## config.mk

```make
export PLATFORM = sky130hd
export DESIGN_NAME = low_voltage_reset_and_detect
export DESIGN_NICKNAME = d
export VERILOG_FILES = /design/src/verilog/lvd_pkg.sv /design/src/verilog/sync_2ff.sv /design/src/verilog/low_voltage_reset_and_detect.sv
export SDC_FILE = /design/constraint.sdc
export NUM_CORES = 1
export LEC_CHECK = 0
export BUFFER_PORTS_ARGS = -buffer_cell sky130_fd_sc_hd__clkbuf_2
export CAP_MARGIN = 10
export CORE_UTILIZATION = 45
export DETAILED_ROUTE_END_ITERATION = 8
export GPL_TIMING_DRIVEN = 0
export PLACE_DENSITY = 0.76
export SYNTH_ARGS = -nofsm -noshare
export SYNTH_HDL_FRONTEND = slang
export SYNTH_SLANG_ARGS = --single-unit
```

## constraint.sdc

```tcl
create_clock -name SYS_CLK -period 5.55 [get_ports SYS_CLK]
set_input_delay 0.555 -clock SYS_CLK [delete_from_list [all_inputs] [get_ports SYS_CLK]]
set_output_delay 0.555 -clock SYS_CLK [all_outputs]
set_load 0.02 [all_outputs]
```

## src/verilog/lvd_pkg.sv

```systemverilog
// constants, field layouts, types and threshold tables for the low voltage reset and detector block
// assumes a 32-bit classic wishbone register bus and millivolt-coded thresholds toward the analog comparators
package lvd_pkg;

  // register bus geometry
  localparam int          WB_ADR_W        = 8;
  localparam int          WB_DAT_W        = 32;
  localparam int          WB_SEL_W        = 4;

  // register indices; the byte address is four times the index
  localparam logic [5:0]  CTRL_IDX        = 6'h06;
  localparam logic [5:0]  IRQ_STATUS_IDX  = 6'h07;
  localparam logic [5:0]  IRQ_CLEAR_IDX   = 6'h08;
  localparam logic [5:0]  IRQ_ENABLE_IDX  = 6'h09;
  localparam logic [WB_ADR_W-1:0] CTRL_ADDR       = {CTRL_IDX, 2'h0};
  localparam logic [WB_ADR_W-1:0] IRQ_STATUS_ADDR = {IRQ_STATUS_IDX, 2'h0};
  localparam logic [WB_ADR_W-1:0] IRQ_CLEAR_ADDR  = {IRQ_CLEAR_IDX, 2'h0};
  localparam logic [WB_ADR_W-1:0] IRQ_ENABLE_ADDR = {IRQ_ENABLE_IDX, 2'h0};

  // detector control register fields
  localparam int          FLAG_BIT        = 6;
  localparam int          STATE_BIT       = 5;
  localparam int          CTRL_FIELD_HI   = 4;
  localparam int          CTRL_FIELD_W    = 5;

  // configuration word 0 layout
  localparam int          CFG_W           = 13;
  localparam int          CFG_RST_SEL_HI  = 8;
  localparam int          CFG_RST_SEL_LO  = 7;
  localparam logic [1:0]  RST_SEL_POR     = 2'h3;

  // sticky event bits
  localparam int          EV_W            = 3;
  localparam int          EV_DETECT       = 0;
  localparam int          EV_DIP          = 1;
  localparam int          EV_BROWNOUT     = 2;

  // timing
  localparam int          CLK_HZ          = 40000000;
  localparam int          BROWNOUT_NS     = 80000;
  localparam int          BROWNOUT_CYC    = (BROWNOUT_NS / 1000) * (CLK_HZ / 1000000);
  localparam int          CFG_SETTLE_CYC  = 2;

  // thresholds in millivolts
  localparam int          MV_W            = 13;

  typedef struct packed {
    logic       irq_en;
    logic       wake_en;
    logic       det_en;
    logic [1:0] level_sel;
  } ctrl_s;

  localparam ctrl_s       CTRL_RESET      = '{irq_en: 1'b0, wake_en: 1'b0, det_en: 1'b0, level_sel: 2'h0};

  typedef struct packed {
    logic [MV_W-1:0] reset_mv;
    logic [MV_W-1:0] release_mv;
  } reset_level_s;

  typedef enum logic [1:0] {SUPPLY_OK, DIP_HALT, BROWNOUT_RESET} brownout_e;

  // detect level per select code
  function automatic logic [MV_W-1:0] detect_mv(input logic [1:0] sel);
    case (sel)
      2'h3:    detect_mv = 13'd2200;
      2'h2:    detect_mv = 13'd3300;
      2'h1:    detect_mv = 13'd4000;
      default: detect_mv = 13'd4500;
    endcase
  endfunction

  // reset and release level per configuration code; code 11 gives zero levels, meaning power-on reset only
  function automatic reset_level_s reset_levels(input logic [1:0] sel);
    case (sel)
      2'h2:    reset_levels = '{reset_mv: 13'd2700, release_mv: 13'd2900};
      2'h1:    reset_levels = '{reset_mv: 13'd3500, release_mv: 13'd3700};
      2'h0:    reset_levels = '{reset_mv: 13'd4000, release_mv: 13'd4200};
      default: reset_levels = '{reset_mv: 13'd0, release_mv: 13'd0};
    endcase
  endfunction

endpackage

```

## src/verilog/sync_2ff.sv

```systemverilog
// two flip-flop synchroniser for asynchronous level inputs
// assumes each bit is an independent slow level; multi-bit words need their own settling
`timescale 1ns/1ps
module sync_2ff #(
  parameter int WIDTH = 1
) (
  // clock and reset
  input  wire logic             clk,
  input  wire logic             rst,
  // levels
  input  wire logic [WIDTH-1:0] async_in,
  output logic      [WIDTH-1:0] sync_out
);

  logic [WIDTH-1:0] meta;

  // first stage feeds only the second stage
  always_ff @(posedge clk or posedge rst)
  begin
    if (rst)
    begin
      meta     <= '0;
      sync_out <= '0;
    end
    else
    begin
      meta     <= async_in;
      sync_out <= meta;
    end
  end

endmodule // sync_2ff

```

## src/verilog/low_voltage_reset_and_detect.sv

```systemverilog
// low voltage reset selection, low voltage detector control register, brown-out timing and interrupt status
// assumes analog comparators outside that report supply below the levels given here, and a wishbone master
//
// Our own choice: the Wishbone register port.
`timescale 1ns/1ps

// Function
// - reset level select comes from config word 0 bits; code 11 means power-on only
// - reset/release levels: 10 is 2.7/2.9V, 01 is 3.5/3.7V, 00 is 4.0/4.2V
// - control register: flag bit6, state bit5, irq en bit4, wake bit3, enable bit2, level 1:0
// - state bit is read-only: 0 at or below detect level, else 1
// - detect level select: 11 2.2V, 10 3.3V, 01 4.0V, 00 4.5V
// - enable low turns detector off and forces state bit to 1
// - supply falling below detect level sets the interrupt flag
// - flag stays 0 while supply remains above the detect level
// - flag with irq enable and global enable requests the interrupt vector
// - interrupt enable bit is readable and writable; 1 enables detector interrupt
// - wake enable 1 lets a detection wake from sleep or idle; 0 does not
// - detector keeps running in sleep; a crossing sets flag and, with wake enable 1, wakes
// - flag stays set until software clears it; any system reset clears it
// - dip below reset level under 80us keeps registers and halts, clock running
// - dip below reset level over 80us produces a full system reset
module low_voltage_reset_and_detect
  import lvd_pkg::*;
#(
  parameter int BROWNOUT_CYCLES = BROWNOUT_CYC
) (
  // clock and reset
  input  wire logic                SYS_CLK,
  input  wire logic                RESET,
  // wishbone slave
  input  wire logic                WB_CYC_I,
  input  wire logic                WB_STB_I,
  input  wire logic                WB_WE_I,
  input  wire logic [WB_ADR_W-1:0] WB_ADR_I,
  input  wire logic [WB_SEL_W-1:0] WB_SEL_I,
  input  wire logic [WB_DAT_W-1:0] WB_DAT_I,
  output logic      [WB_DAT_W-1:0] WB_DAT_O,
  output logic                     WB_ACK_O,
  // configuration word and cpu status
  input  wire logic [CFG_W-1:0]    CONFIG_WORD0,
  input  wire logic                GLOBAL_IRQ_EN,
  // analog comparators
  input  wire logic                SUPPLY_BELOW_DETECT,
  input  wire logic                SUPPLY_BELOW_RESET,
  output logic                     DETECTOR_POWER_EN,
  output logic                     RESET_DETECTOR_EN,
  output logic      [MV_W-1:0]     DETECT_THRESHOLD_MV,
  output logic      [MV_W-1:0]     RESET_THRESHOLD_MV,
  output logic      [MV_W-1:0]     RELEASE_THRESHOLD_MV,
  // to the core
  output logic                     VECTOR_REQ,
  output logic                     WAKE_REQ,
  output logic                     CORE_HALT,
  output logic                     SYS_RESET_REQ,
  output logic                     IRQ
);

  localparam int CNT_W = $clog2(BROWNOUT_CYCLES + 1);

  // elaboration check
  if (BROWNOUT_CYCLES < 1)
  begin : g_bad_count
    $error("BROWNOUT_CYCLES must be at least one");
  end

  logic                    below_detect_async;
  logic                    below_reset_async;
  logic [1:0]              cmp_sync;
  logic                    below_detect;
  logic                    below_reset;
  logic [1:0]              cfg_sel_sync;
  logic [1:0]              cfg_sel;
  logic                    cfg_loaded;
  logic [1:0]              cfg_wait;
  ctrl_s                   ctrl;
  logic                    irq_flag;
  logic                    det_low;
  logic                    det_low_q;
  logic                    detect_event;
  logic [EV_W-1:0]         irq_status;
  logic [EV_W-1:0]         irq_enable;
  logic [EV_W-1:0]         ev;
  logic [EV_W-1:0]         clear_mask;
  brownout_e               state;
  brownout_e               next_state;
  logic [CNT_W-1:0]        dip_cnt;
  logic                    reset_armed;
  logic                    below_armed;
  logic                    bus_req;
  logic                    bus_wr;
  logic                    supply_ok_state;
  logic [WB_DAT_W-1:0]     next_rdata;
  reset_level_s            rst_lv;

  assign below_detect_async = SUPPLY_BELOW_DETECT;
  assign below_reset_async  = SUPPLY_BELOW_RESET;

  // comparator outputs are asynchronous to the system clock
  sync_2ff #(
    .WIDTH    (2)
  ) u_cmp_sync (
    .clk      (SYS_CLK),
    .rst      (RESET),
    .async_in ({below_reset_async, below_detect_async}),
    .sync_out (cmp_sync)
  );
  assign below_detect = cmp_sync[0];
  assign below_reset  = cmp_sync[1];

  // the config word is a static strap, still synchronised since it enters from outside the clock domain
  sync_2ff #(
    .WIDTH    (2)
  ) u_cfg_sync (
    .clk      (SYS_CLK),
    .rst      (RESET),
    .async_in (CONFIG_WORD0[CFG_RST_SEL_HI:CFG_RST_SEL_LO]),
    .sync_out (cfg_sel_sync)
  );

  // strap capture after reset release; until then only power-on reset applies
  always_ff @(posedge SYS_CLK or posedge RESET)
  begin
    if (RESET)
    begin
      cfg_sel    <= RST_SEL_POR;
      cfg_loaded <= 1'b0;
      cfg_wait   <= 2'h0;
    end
    else if (!cfg_loaded)
    begin
      if (cfg_wait == 2'(CFG_SETTLE_CYC))
      begin
        cfg_sel    <= cfg_sel_sync;
        cfg_loaded <= 1'b1;
      end
      else
      begin
        cfg_wait <= cfg_wait + 2'h1;
      end
    end
  end

  // reset and detect thresholds toward the comparators
  assign rst_lv = reset_levels(cfg_sel);
  always_ff @(posedge SYS_CLK or posedge RESET)
  begin
    if (RESET)
    begin
      DETECT_THRESHOLD_MV  <= '0;
      RESET_THRESHOLD_MV   <= '0;
      RELEASE_THRESHOLD_MV <= '0;
      RESET_DETECTOR_EN    <= 1'b0;
      DETECTOR_POWER_EN    <= 1'b0;
    end
    else
    begin
      DETECT_THRESHOLD_MV  <= detect_mv(ctrl.level_sel);
      RESET_THRESHOLD_MV   <= rst_lv.reset_mv;
      RELEASE_THRESHOLD_MV <= rst_lv.release_mv;
      RESET_DETECTOR_EN    <= reset_armed;
      DETECTOR_POWER_EN    <= ctrl.det_en;
    end
  end

  // bus decode; a write lands on the edge where the master samples ack
  assign bus_req = WB_CYC_I && WB_STB_I;
  assign bus_wr  = bus_req && WB_WE_I && WB_ACK_O && WB_SEL_I[0];

  // detector state: disabled detector always reads as supply fine
  assign det_low         = ctrl.det_en && below_detect;
  assign supply_ok_state = !det_low;
  assign detect_event    = det_low && !det_low_q;

  // control field; only the low byte lane carries data
  always_ff @(posedge SYS_CLK or posedge RESET)
  begin
    if (RESET)
    begin
      ctrl <= CTRL_RESET;
    end
    else if (bus_wr && WB_ADR_I == CTRL_ADDR)
    begin
      ctrl <= ctrl_s'(WB_DAT_I[CTRL_FIELD_HI:0]);
    end
  end

  // edge memory so a long dip sets the flag once, not every cycle after a software clear
  always_ff @(posedge SYS_CLK or posedge RESET)
  begin
    if (RESET)
    begin
      det_low_q <= 1'b0;
    end
    else
    begin
      det_low_q <= det_low;
    end
  end

  // sticky detector flag: brown-out reset clears, then a new event wins over a software clear
  always_ff @(posedge SYS_CLK or posedge RESET)
  begin
    if (RESET)
    begin
      irq_flag <= 1'b0;
    end
    else if (state == BROWNOUT_RESET)
    begin
      irq_flag <= 1'b0;
    end
    else if (detect_event)
    begin
      irq_flag <= 1'b1;
    end
    else if (bus_wr && WB_ADR_I == CTRL_ADDR && !WB_DAT_I[FLAG_BIT])
    begin
      irq_flag <= 1'b0;
    end
  end

  // requests to the core; detector is not gated by sleep so it wakes the device
  always_ff @(posedge SYS_CLK or posedge RESET)
  begin
    if (RESET)
    begin
      VECTOR_REQ <= 1'b0;
      WAKE_REQ   <= 1'b0;
    end
    else
    begin
      VECTOR_REQ <= irq_flag && ctrl.irq_en && GLOBAL_IRQ_EN;
      WAKE_REQ   <= irq_flag && ctrl.wake_en;
    end
  end

  // brown-out sequencing only runs once a reset level is configured
  assign reset_armed = cfg_loaded && (cfg_sel != RST_SEL_POR);
  assign below_armed = reset_armed && below_reset;

  always_comb
  begin
    next_state = state;
    case (state)
      SUPPLY_OK:
      begin
        if (below_armed)
        begin
          next_state = DIP_HALT;
        end
      end
      DIP_HALT:
      begin
        if (!below_armed)
        begin
          next_state = SUPPLY_OK;
        end
        else if (dip_cnt == CNT_W'(BROWNOUT_CYCLES - 1))
        begin
          next_state = BROWNOUT_RESET;
        end
      end
      BROWNOUT_RESET:
      begin
        // held until the comparator, with its release hysteresis, reports recovery
        if (!below_armed)
        begin
          next_state = SUPPLY_OK;
        end
      end
      default:
      begin
        next_state = SUPPLY_OK;
      end
    endcase
  end

  always_ff @(posedge SYS_CLK or posedge RESET)
  begin
    if (RESET)
    begin
      state <= SUPPLY_OK;
    end
    else
    begin
      state <= next_state;
    end
  end

  // dip duration counter restarts on every recovery
  always_ff @(posedge SYS_CLK or posedge RESET)
  begin
    if (RESET)
    begin
      dip_cnt <= '0;
    end
    else if (state == DIP_HALT && below_armed)
    begin
      dip_cnt <= dip_cnt + CNT_W'(1);
    end
    else
    begin
      dip_cnt <= '0;
    end
  end

  // halt keeps register contents and leaves the oscillator alone; reset request goes to the reset tree
  always_ff @(posedge SYS_CLK or posedge RESET)
  begin
    if (RESET)
    begin
      CORE_HALT     <= 1'b0;
      SYS_RESET_REQ <= 1'b0;
    end
    else
    begin
      CORE_HALT     <= (next_state != SUPPLY_OK);
      SYS_RESET_REQ <= (next_state == BROWNOUT_RESET);
    end
  end

  // interrupt status events
  assign ev[EV_DETECT]   = detect_event;
  assign ev[EV_DIP]      = (state == SUPPLY_OK) && (next_state == DIP_HALT);
  assign ev[EV_BROWNOUT] = (state == DIP_HALT) && (next_state == BROWNOUT_RESET);
  assign clear_mask      = (bus_wr && WB_ADR_I == IRQ_CLEAR_ADDR) ? WB_DAT_I[EV_W-1:0] : '0;

  // sticky bits; a set in the clearing cycle wins
  for (genvar i = 0; i < EV_W; i++)
  begin : g_status
    always_ff @(posedge SYS_CLK or posedge RESET)
    begin
      if (RESET)
      begin
        irq_status[i] <= 1'b0;
      end
      else if (ev[i])
      begin
        irq_status[i] <= 1'b1;
      end
      else if (clear_mask[i])
      begin
        irq_status[i] <= 1'b0;
      end
    end
  end

  always_ff @(posedge SYS_CLK or posedge RESET)
  begin
    if (RESET)
    begin
      irq_enable <= '0;
    end
    else if (bus_wr && WB_ADR_I == IRQ_ENABLE_ADDR)
    begin
      irq_enable <= WB_DAT_I[EV_W-1:0];
    end
  end

  // level interrupt straight from the two registers
  assign IRQ = |(irq_status & irq_enable);

  // read mux; unmapped and write-only addresses read zero
  always_comb
  begin
    next_rdata = '0;
    case (WB_ADR_I)
      CTRL_ADDR:
      begin
        next_rdata[FLAG_BIT]          = irq_flag;
        next_rdata[STATE_BIT]         = supply_ok_state;
        next_rdata[CTRL_FIELD_HI:0]   = ctrl;
      end
      IRQ_STATUS_ADDR:
      begin
        next_rdata[EV_W-1:0] = irq_status;
      end
      IRQ_ENABLE_ADDR:
      begin
        next_rdata[EV_W-1:0] = irq_enable;
      end
      default:
      begin
        next_rdata = '0;
      end
    endcase
  end

  // one-wait-state ack; every address answers so the master never hangs
  always_ff @(posedge SYS_CLK or posedge RESET)
  begin
    if (RESET)
    begin
      WB_ACK_O <= 1'b0;
      WB_DAT_O <= '0;
    end
    else
    begin
      WB_ACK_O <= bus_req && !WB_ACK_O;
      if (bus_req && !WB_ACK_O && !WB_WE_I)
      begin
        WB_DAT_O <= next_rdata;
      end
    end
  end

endmodule // low_voltage_reset_and_detect

```

-- Yosys cells after proc, flatten, opt, wreduce, memory -nomap -nowiden
Cells that the tools add are included.
- add/subtract/negate cells: 2
- eq/ne operators: 16
- muxes and demuxes: 22
- bitwise logic cells: 3
- reductions and logical operators: 35
- operator list (kind ; number):
    25-bit case mux with 3 select lines ; 1
    13-bit case mux with 3 select lines ; 1
    1-bit logical AND ; 20
    8-bit by 5-bit == test with 1-bit output, second input constant ; 2
    8-bit by 6-bit == test with 1-bit output, second input constant ; 2
    12-bit by 1-bit adder with 12-bit output, second input constant ; 1
    12-bit == test, second input constant ; 1
    2-bit == test, second input constant ; 6
    12-bit two-way mux ; 1
    1-bit two-way mux ; 11
    3-bit case mux with 3 select lines ; 1
    2-bit by 1-bit == test with 1-bit output, second input constant ; 4
    2-bit two-way mux ; 4
    2-bit nonzero test ; 4
    2-bit case mux with 3 select lines ; 1
    1-bit zero test ; 5
    2-bit zero test ; 2
    4-bit two-way mux ; 1
    2-bit AND reduction ; 2
    3-bit AND ; 1
    3-bit two-way mux ; 1
    3-bit nonzero test ; 1
    3-bit OR reduction ; 1
    2-bit by 1-bit adder with 2-bit output, second input constant ; 1
    other kinds (2) ; 3
- register bits: 93
- output and inout port bits: 79
- logic and storage cells: 108

-- Depth between registers and ports, before layout
Gate-level depths: netlist of run 1.
- word-level depth: 9
- mapped depth: 6

-- Hierarchy
Synthesis of run 1 repeated with hierarchy kept, for this count alone.
- cells, all modules: 273
- area, all modules: 3169.3 um^2
- modules (own cells, without submodules) (module ; times used ; cells each ; area an instance (um^2)):
    low_voltage_reset_and_detect ; 1 ; 263 ; 2961.6
    sync_2ff ; 2 ; 5 ; 103.8

-- Least setup slack after synthesis of run 1
Ideal clock, no wire load.
- path type: in2reg
- start point: input port WB_ADR_I[7]
- end point: register irq_enable[0]
- arrival: 1.659 ns
- data required time: 5.425 ns
- slack: 3.766 ns
- cell stages on the path: 4
- buffers on the path: 0
- cell sequence: nor4_4 > nand2_2 > or3_4 > mux2_4
- cells in the longest elaborated chain, start to end: 2
- RTL lines (item ; line ; source):
    start: declaration ; low_voltage_reset_and_detect.sv:35 ; input wire logic [WB_ADR_W-1:0] WB_ADR_I,
    8-bit by 6-bit == test with 1-bit output ; low_voltage_reset_and_detect.sv:354 ; else if (bus_wr && WB_ADR_I == IRQ_ENABLE_ADDR)
    1-bit logical AND ; low_voltage_reset_and_detect.sv:354 ;
    end signal: assignment ; low_voltage_reset_and_detect.sv:356 ; irq_enable <= WB_DAT_I[EV_W-1:0];
    end: declaration ; low_voltage_reset_and_detect.sv:82 ; logic [EV_W-1:0] irq_enable;
No other way between the ends.
A chain may end at the register's enable or synchronous reset.

-- Final worst setup path of run 1
- start point: register irq_status[2]
- end point: output port IRQ
- cells in the longest elaborated chain, start to end: 2
- RTL lines (item ; line ; source):
    start: declaration ; low_voltage_reset_and_detect.sv:81 ; logic [EV_W-1:0] irq_status;
    start signal: indexed assignment ; low_voltage_reset_and_detect.sv:335 ; irq_status[i] <= 1'b0;
    start signal: indexed assignment ; low_voltage_reset_and_detect.sv:339 ; irq_status[i] <= 1'b1;
    start signal: indexed assignment ; low_voltage_reset_and_detect.sv:343 ; irq_status[i] <= 1'b0;
    3-bit AND ; low_voltage_reset_and_detect.sv:361 ; assign IRQ = |(irq_status & irq_enable);
    3-bit OR reduction ; low_voltage_reset_and_detect.sv:361 ;
    end: declaration ; low_voltage_reset_and_detect.sv:56 ; output logic IRQ
No other way between the ends.

==> flow_summary.json, run 1 <==
{
  "status": "completed",
  "r2r-end": "SYS_RESET_REQ",
  "globalplace.congestion": 0.805,
  "reg2reg_slack_ps": 3670,
  "swShare": 0.247,
  "cts_tree": "yes",
  "synth_fa_ha_area_frac": 0.0436,
  "min_to": "u_cfg_sync.meta[1]",
  "drt_first_pass_iters": 4,
  "worstPathArrival_ps": 1330,
  "synth_xor_area_frac": 0.0305,
  "synth.distinct_cells": 46,
  "worstHoldPathCells": 1,
  "max_freq_ghz": 0.531,
  "ys_ff_latch": 71,
  "path_clk_slew_ps": 80,
  "grt_pass1_vias": 1967,
  "drv_cap": 0,
  "via_per_inst": 4.39,
  "ctsResizeCount": 0,
  "critical-path-max-stage-delay_ps": 410,
  "worstPathBufferInverterCount": 2,
  "hold_viol_final": 0,
  "cts_root_buf": "clkbuf_8",
  "cts_sinks": 71,
  "synth_top_family_by_area": "simple AND/OR/NAND/NOR gates",
  "fin_skew_ps": 5.73,
  "min_period_ps": 1880,
  "antenna_found_initial": 0,
  "synth.mux.area_fraction": 0.0321,
  "holdBufCountCts": 0,
  "n_antenna_cell": 0,
  "finalNetCount": 455,
  "dr.first_iter.drc_count": 63,
  "hp-start": "CONFIG_WORD0[8]",
  "grt_max_degree": 72,
  "grt-ovfl-total": 0,
  "dieArea_um2": 7350,
  "place_ws_ps": 3580,
  "postLayoutCellArea_um2": 3970,
  "rows": 30,
  "n_fill_cell": 579,
  "ioPinCount": 144,
  "cts_setup_buffers": 0,
  "syn_area_um2": 3160,
  "antenna_left": 0,
  "hp-class": "input pin to flip-flop",
  "crit_fanout": 3,
  "setup_violations": 0,
  "start_kind": "flip-flop",
  "synth-edff-count": 0,
  "cts_buffers": 9,
  "rsz0062_at_grt": "no",
  "cp-end-kind": "primary output",
  "r2r_cells": 4,
  "relSlewSlack": 0.448,
  "synth.yosys.seq_area_share": 0.564,
  "drcViolationCount": 0,
  "avgSynthCellArea_um2": 11.9,
  "critPathTopFamily": "flip-flops",
  "die_height_um": 85.7,
  "synth_simple_gate_area_frac": 0.142,
  "io_buffers": 68,
  "clockBufferDepth": 2,
  "die_x_um": 85.7,
  "vias": 2107,
  "p_clk_frac": 0.408,
  "switchingPower_mw": 0.270,
  "setup_tns_ps": 0,
  "ys_async_sr_fraction": 1.00,
  "final_max_slew_viol_count": 0,
  "cp_cell_sequence": "a222oi_1, inv_1, clkbuf_2",
  "ys_warn_count": 0,
  "power.internal_mw": 0.826,
  "peakVddDrop_mv": 0.226,
  "power_density_nw_per_um2": 276,
  "layout-drive-gt1-share": 0.396,
  "dp_hpwl_mm": 4.06,
  "timing.final.ws_setup_ps": 3670,
  "grt_first_pass_wirelength_mm": 9.09,
  "period_share": 0.339,
  "required_ps": 4990,
  "syn-instance-count": 266,
  "synthFlopType": "dfrtp_1",
  "post_drt_wl_per_cell_um": 11.5,
  "start_util": 0.464,
  "seqPwrFrac": 0.488,
  "area_growth_syn_to_layout_pct": 25.7,
  "grt_usage": 0.164,
  "drt_wl_total_mm": 5.52,
  "synth-compound-area-share": 0.0543,
  "crit_type": "flip-flop to primary output",
  "post_dp_cell_area_um2": 3750,
  "core_area_um2": 6790,
  "combPwrFrac": 0.104,
  "p_leak_nw": 2.05,
  "r2r-start": "dip_cnt[8]",
  "worst_slew_pin_slew_ps": 827,
  "slowest_stage": "dfrtp_1",
  "htreeDepth": 3,
  "insertion_delay_ps": 340
}
## power groups by stage
stage / Combinational [mW] / Clock, mW / Sequential, mW
after detailed placement: 0.114 / 0 / 0.545
after global placement: 0.113 / 0 / 0.544
after global routing: 0.125 / 0.483 / 0.536
after floorplan: 0.0774 / 0 / 0.550
after CTS: 0.114 / 0.460 / 0.535
final: 0.114 / 0.447 / 0.535
## synthesized netlist by cell type (all sizes together), types with 2 or more instances
master / n / area (µm²)
ha: 11 / 138
buf: 47 / 353
nand3b: 2 / 15.0
a22o: 4 / 35.0
xnor2: 8 / 70.1
a32o: 2 / 20.0
clkbuf: 2 / 7.51
nand4b: 2 / 17.5
nor4: 4 / 55.1
nor3: 6 / 30.0
conb: 2 / 7.51
nand4: 2 / 12.5
or2: 4 / 25.0
o21ai: 3 / 15.0
nor2: 21 / 78.8
and3: 4 / 25.0
a221o: 2 / 20.0
or3: 2 / 17.5
nand2b: 2 / 12.5
a21oi: 5 / 25.0
nor2b: 3 / 18.8
dfstp: 2 / 52.6
xor2: 3 / 26.3
inv: 14 / 52.6
dfrtp: 69 / 1730
mux2: 8 / 101
nand3: 5 / 25.0
nand2: 13 / 51.3
## layout by cell type, fill, tap and decap left out, types with 8 or more instances in the layout
cell type / count
clkbuf_2: 68
conb_1: 36
inv_1: 13
ha_1: 11
nand2_1: 12
xnor2_1: 8
dfrtp_1: 69
buf_4: 47
nor2_1: 21
clkbuf_8: 9
## registers in the layout, indices dropped and copies added (netlist names), 2 cells and up
register,flops
dip_cnt,12
DETECT_THRESHOLD_MV,10
WB_DAT_O,7
ctrl,5
RESET_THRESHOLD_MV,4
RELEASE_THRESHOLD_MV,3
irq_enable,3
irq_status,3
cfg_sel,2
cfg_wait,2
state,2
u_cfg_sync.meta,2
u_cfg_sync.sync_out,2
u_cmp_sync.meta,2
u_cmp_sync.sync_out,2
## worst max path at each step
| stage | from | to | slack [ps] | cells past startpoint |
|---|---|---|---|---|
| after detailed placement | WB_ADR_I[7] | irq_status[2] | 3580 | 5 |
| final | irq_status[2] | IRQ | 3670 | 3 |
| after global routing | dip_cnt[8] | SYS_RESET_REQ | 3510 | 4 |
| after global placement | RESET | WB_DAT_O[0] | 2470 | 2 |
| after floorplan | RESET | CORE_HALT | 3200 | 1 |
| after CTS | irq_status[2] | IRQ | 3630 | 3 |
## worst register-to-register path: stages, from the launching register on
cell,delay [ps]
dfrtp_1,430
or3b_1,380
nor4_1,560
nand3b_1,180
a21oi_1,240
## per-layer routing
metal | global-route usage | vias to the layer above | wire (µm)
li1 | - | 1038 | -
met3 | 0.0539 | 10 | 296
met4 | 0.0788 | 0 | 64
met5 | 0 | - | 0
met2 | 0.271 | 66 | 2850
met1 | 0.194 | 993 | 2310
## layout make-up
| class | instances | area, µm² | share of cell area |
|---|---|---|---|
| clock buffers | 9 | 124 | 0.0312 |
| multi-input cells | 166 | 1090 | 0.275 |
| plain buffers | 49 | 360 | 0.0909 |
| flip-flops and latches | 71 | 1780 | 0.449 |
| repair buffers | 68 | 340 | 0.0858 |
| clock inverters | 7 | 96.3 | 0.0243 |
| well taps | 96 | 120 | 0.0303 |
| inverters | 14 | 55.1 | 0.0139 |
## logic make-up (layout without fill, tap and decap cells)
group,count (synthesis),count (layout)
compound gates,23,23
xor+xnor,11,11
fa+ha+maj,11,11
buf+inv,63,147
flops,71,71
mux,8,8
other cells,2,36
simple gates,77,77
## per-stage QoR
step / util / hold WS, ps / total power [mW] / std cells
after floorplan: - / 331 / 0.628 / 300
after global placement: 0.551 / 334 / 0.657 / 464
after detailed placement: 0.551 / 336 / 0.659 / 464
after CTS: 0.584 / 301 / 1.11 / 480
after global routing: 0.584 / 295 / 1.14 / 480
final: 0.584 / 317 / 1.10 / 480
(Power assumes the default switching activity.)
==> inputs of run 2 (changes only) <==
- CORE_UTILIZATION: 45 -> 42
- PLACE_DENSITY: 0.76 -> 0.75
- clock period: 5.55 -> 1.6 ns (I/O delays scaled with it)
==> flow_summary.json, run 2 (synthesized netlist as in run 1, its figures left out) <==
{
  "min_period_ps": 1570,
  "status": "completed",
  "grt_usage": 0.158,
  "drcViolationCount": 0,
  "area_growth_syn_to_layout_pct": 30.1,
  "grt_first_pass_wirelength_mm": 9.05,
  "start_util": 0.435,
  "postLayoutCellArea_um2": 4110,
  "crit_fanout": 4,
  "htreeDepth": 3,
  "timing.final.ws_setup_ps": 30.6,
  "finalNonFillerCells": 493,
  "die_height_um": 88.7,
  "power_density_nw_per_um2": 938,
  "required_ps": 1860,
  "via_per_inst": 4.31,
  "reg.largest.list": "dip_cnt (12), DETECT_THRESHOLD_MV (10), WB_DAT_O (7)",
  "worstPathArrival_ps": 1830,
  "start_kind": "flip-flop",
  "vias": 2124,
  "cts_tree": "yes",
  "seq_area_um2": 1780,
  "n_fill_cell": 627,
  "setup_tns_ps": 0,
  "hold_viol_final": 0,
  "final_cell_mix": "dfrtp_1 (68), clkbuf_2 (68), buf_4 (51)",
  "drv_cap": 0,
  "place_ws_ps": -212,
  "multi_input_area_um2": 1110,
  "path_clk_slew_ps": 70,
  "worst_slew_pin_slew_ps": 622,
  "dieArea_um2": 7860,
  "rows": 31,
  "rsz0062_at_grt": "yes",
  "holdWs_ps": 46.4,
  "ioPinCount": 144,
  "antenna_found_initial": 0,
  "drt_first_pass_iters": 4,
  "antenna_left": 0,
  "postLayoutCoreUtil": 0.566,
  "post_drt_wl_per_cell_um": 11.4,
  "n_antenna_cell": 0,
  "finalNetCount": 465,
  "cts_root_buf": "clkbuf_8",
  "dr.first_iter.drc_count": 65,
  "largest_register_ffs": 12,
  "io_buffers": 68,
  "setup_violations": 0,
  "dp_cells": 468,
  "drt_wl_total_mm": 5.62,
  "crit_type": "flip-flop to flip-flop",
  "layout-drive-gt1-share": 0.411,
  "globalplace.congestion": 0.794,
  "grt_pass1_vias": 1928,
  "cp-end-kind": "flip-flop",
  "cts_buffers": 9,
  "hp-class": "input pin to flip-flop",
  "grt-ovfl-total": 0,
  "insertion_delay_ps": 340,
  "cp_cell_sequence": "or3b_4, nor4_4, nand3b_1, a21oi_2",
  "dp_hpwl_mm": 4.10,
  "period_share": 0.981,
  "fin_skew_ps": 8.21,
  "slowest_stage": "dfrtp_1",
  "peakVddDrop_mv": 0.633,
  "post_dp_cell_area_um2": 3770,
  "finalPower_mw": 3.85,
  "grt_max_degree": 44,
  "max_freq_ghz": 0.637,
  "die_x_um": 88.7,
  "p_leak_nw": 2.13,
  "critical-path-max-stage-delay_ps": 420,
  "final_max_slew_viol_count": 0,
  "largest_register": "dip_cnt",
  "relSlewSlack": 0.585,
  "cts_sinks": 71,
  "clockBufferDepth": 2,
  "core_area_um2": 7250
}
run 2: cell types whose count changed in the layout (fill, tap and decap cells not counted), moves of 2 or more:
cell and change:
dlygate4sd3_1 +5, buf_4 +4, clkbuf_8 +2, clkinvlp_4 -2
run 2: critical path: cells and delay by family, from the launching register on:
kind,cells,cell delay (ps)
AOI/OAI and AO/OA,1,170
and+or+nand+nor,3,910
DFF,1,420
run 2: metal layers:
metal / GRT usage / part of all wire
met5: 0 / 0
met2: 0.263 / 0.51
met4: 0.0572 / 0.014
met1: 0.180 / 0.41
met3: 0.0700 / 0.062
run 2: what timing repair did:
| item | CTS | global route |
|---|---|---|
| setup endpoints to repair | 14 | 16 |
| pin swaps | 1 | 5 |
| resized for setup | 4 | 8 |
| hold buffers | 5 | 0 |
| buffers inserted | 0 | 4 |
| hold endpoints to repair | 30 | 0 |
run 2: cell type report:
type / instances / share of cell area
clock buffers: 13 / 0.0387
clock inverters: 3 / 0.0158
well taps: 99 / 0.0302
multi-input cells: 166 / 0.272
plain buffers: 49 / 0.0890
inverters: 14 / 0.0137
flip-flops and latches: 71 / 0.434
repair buffers: 78 / 0.107
run 2: final timing paths:
| check | slack, ps | end | start | cells after the start |
|---|---|---|---|---|
| worst max-delay path | 30 | SYS_RESET_REQ | dip_cnt[8] | 4 |
| worst min-delay path | 50 | ctrl[4] | WB_DAT_I[4] | 2 |
| worst max register to register | 30 | SYS_RESET_REQ | dip_cnt[8] | 4 |
| worst min register to register | 350 | u_cmp_sync.sync_out[0] | u_cmp_sync.meta[0] | 0 |
| max in group asynchronous | 550 | WAKE_REQ | RESET | 4 |
| min in group asynchronous | 450 | RESET_THRESHOLD_MV[9] | RESET | 3 |
run 2: where the power goes:
part	total [mW]	leakage (nW)	internal [mW]	switching, mW
Clock	1.58	0.114	0.962	0.616
Combinational	0.417	1.12	0.172	0.246
Sequential	1.86	0.900	1.83	0.0234
Total	3.85	2.13	2.97	0.885
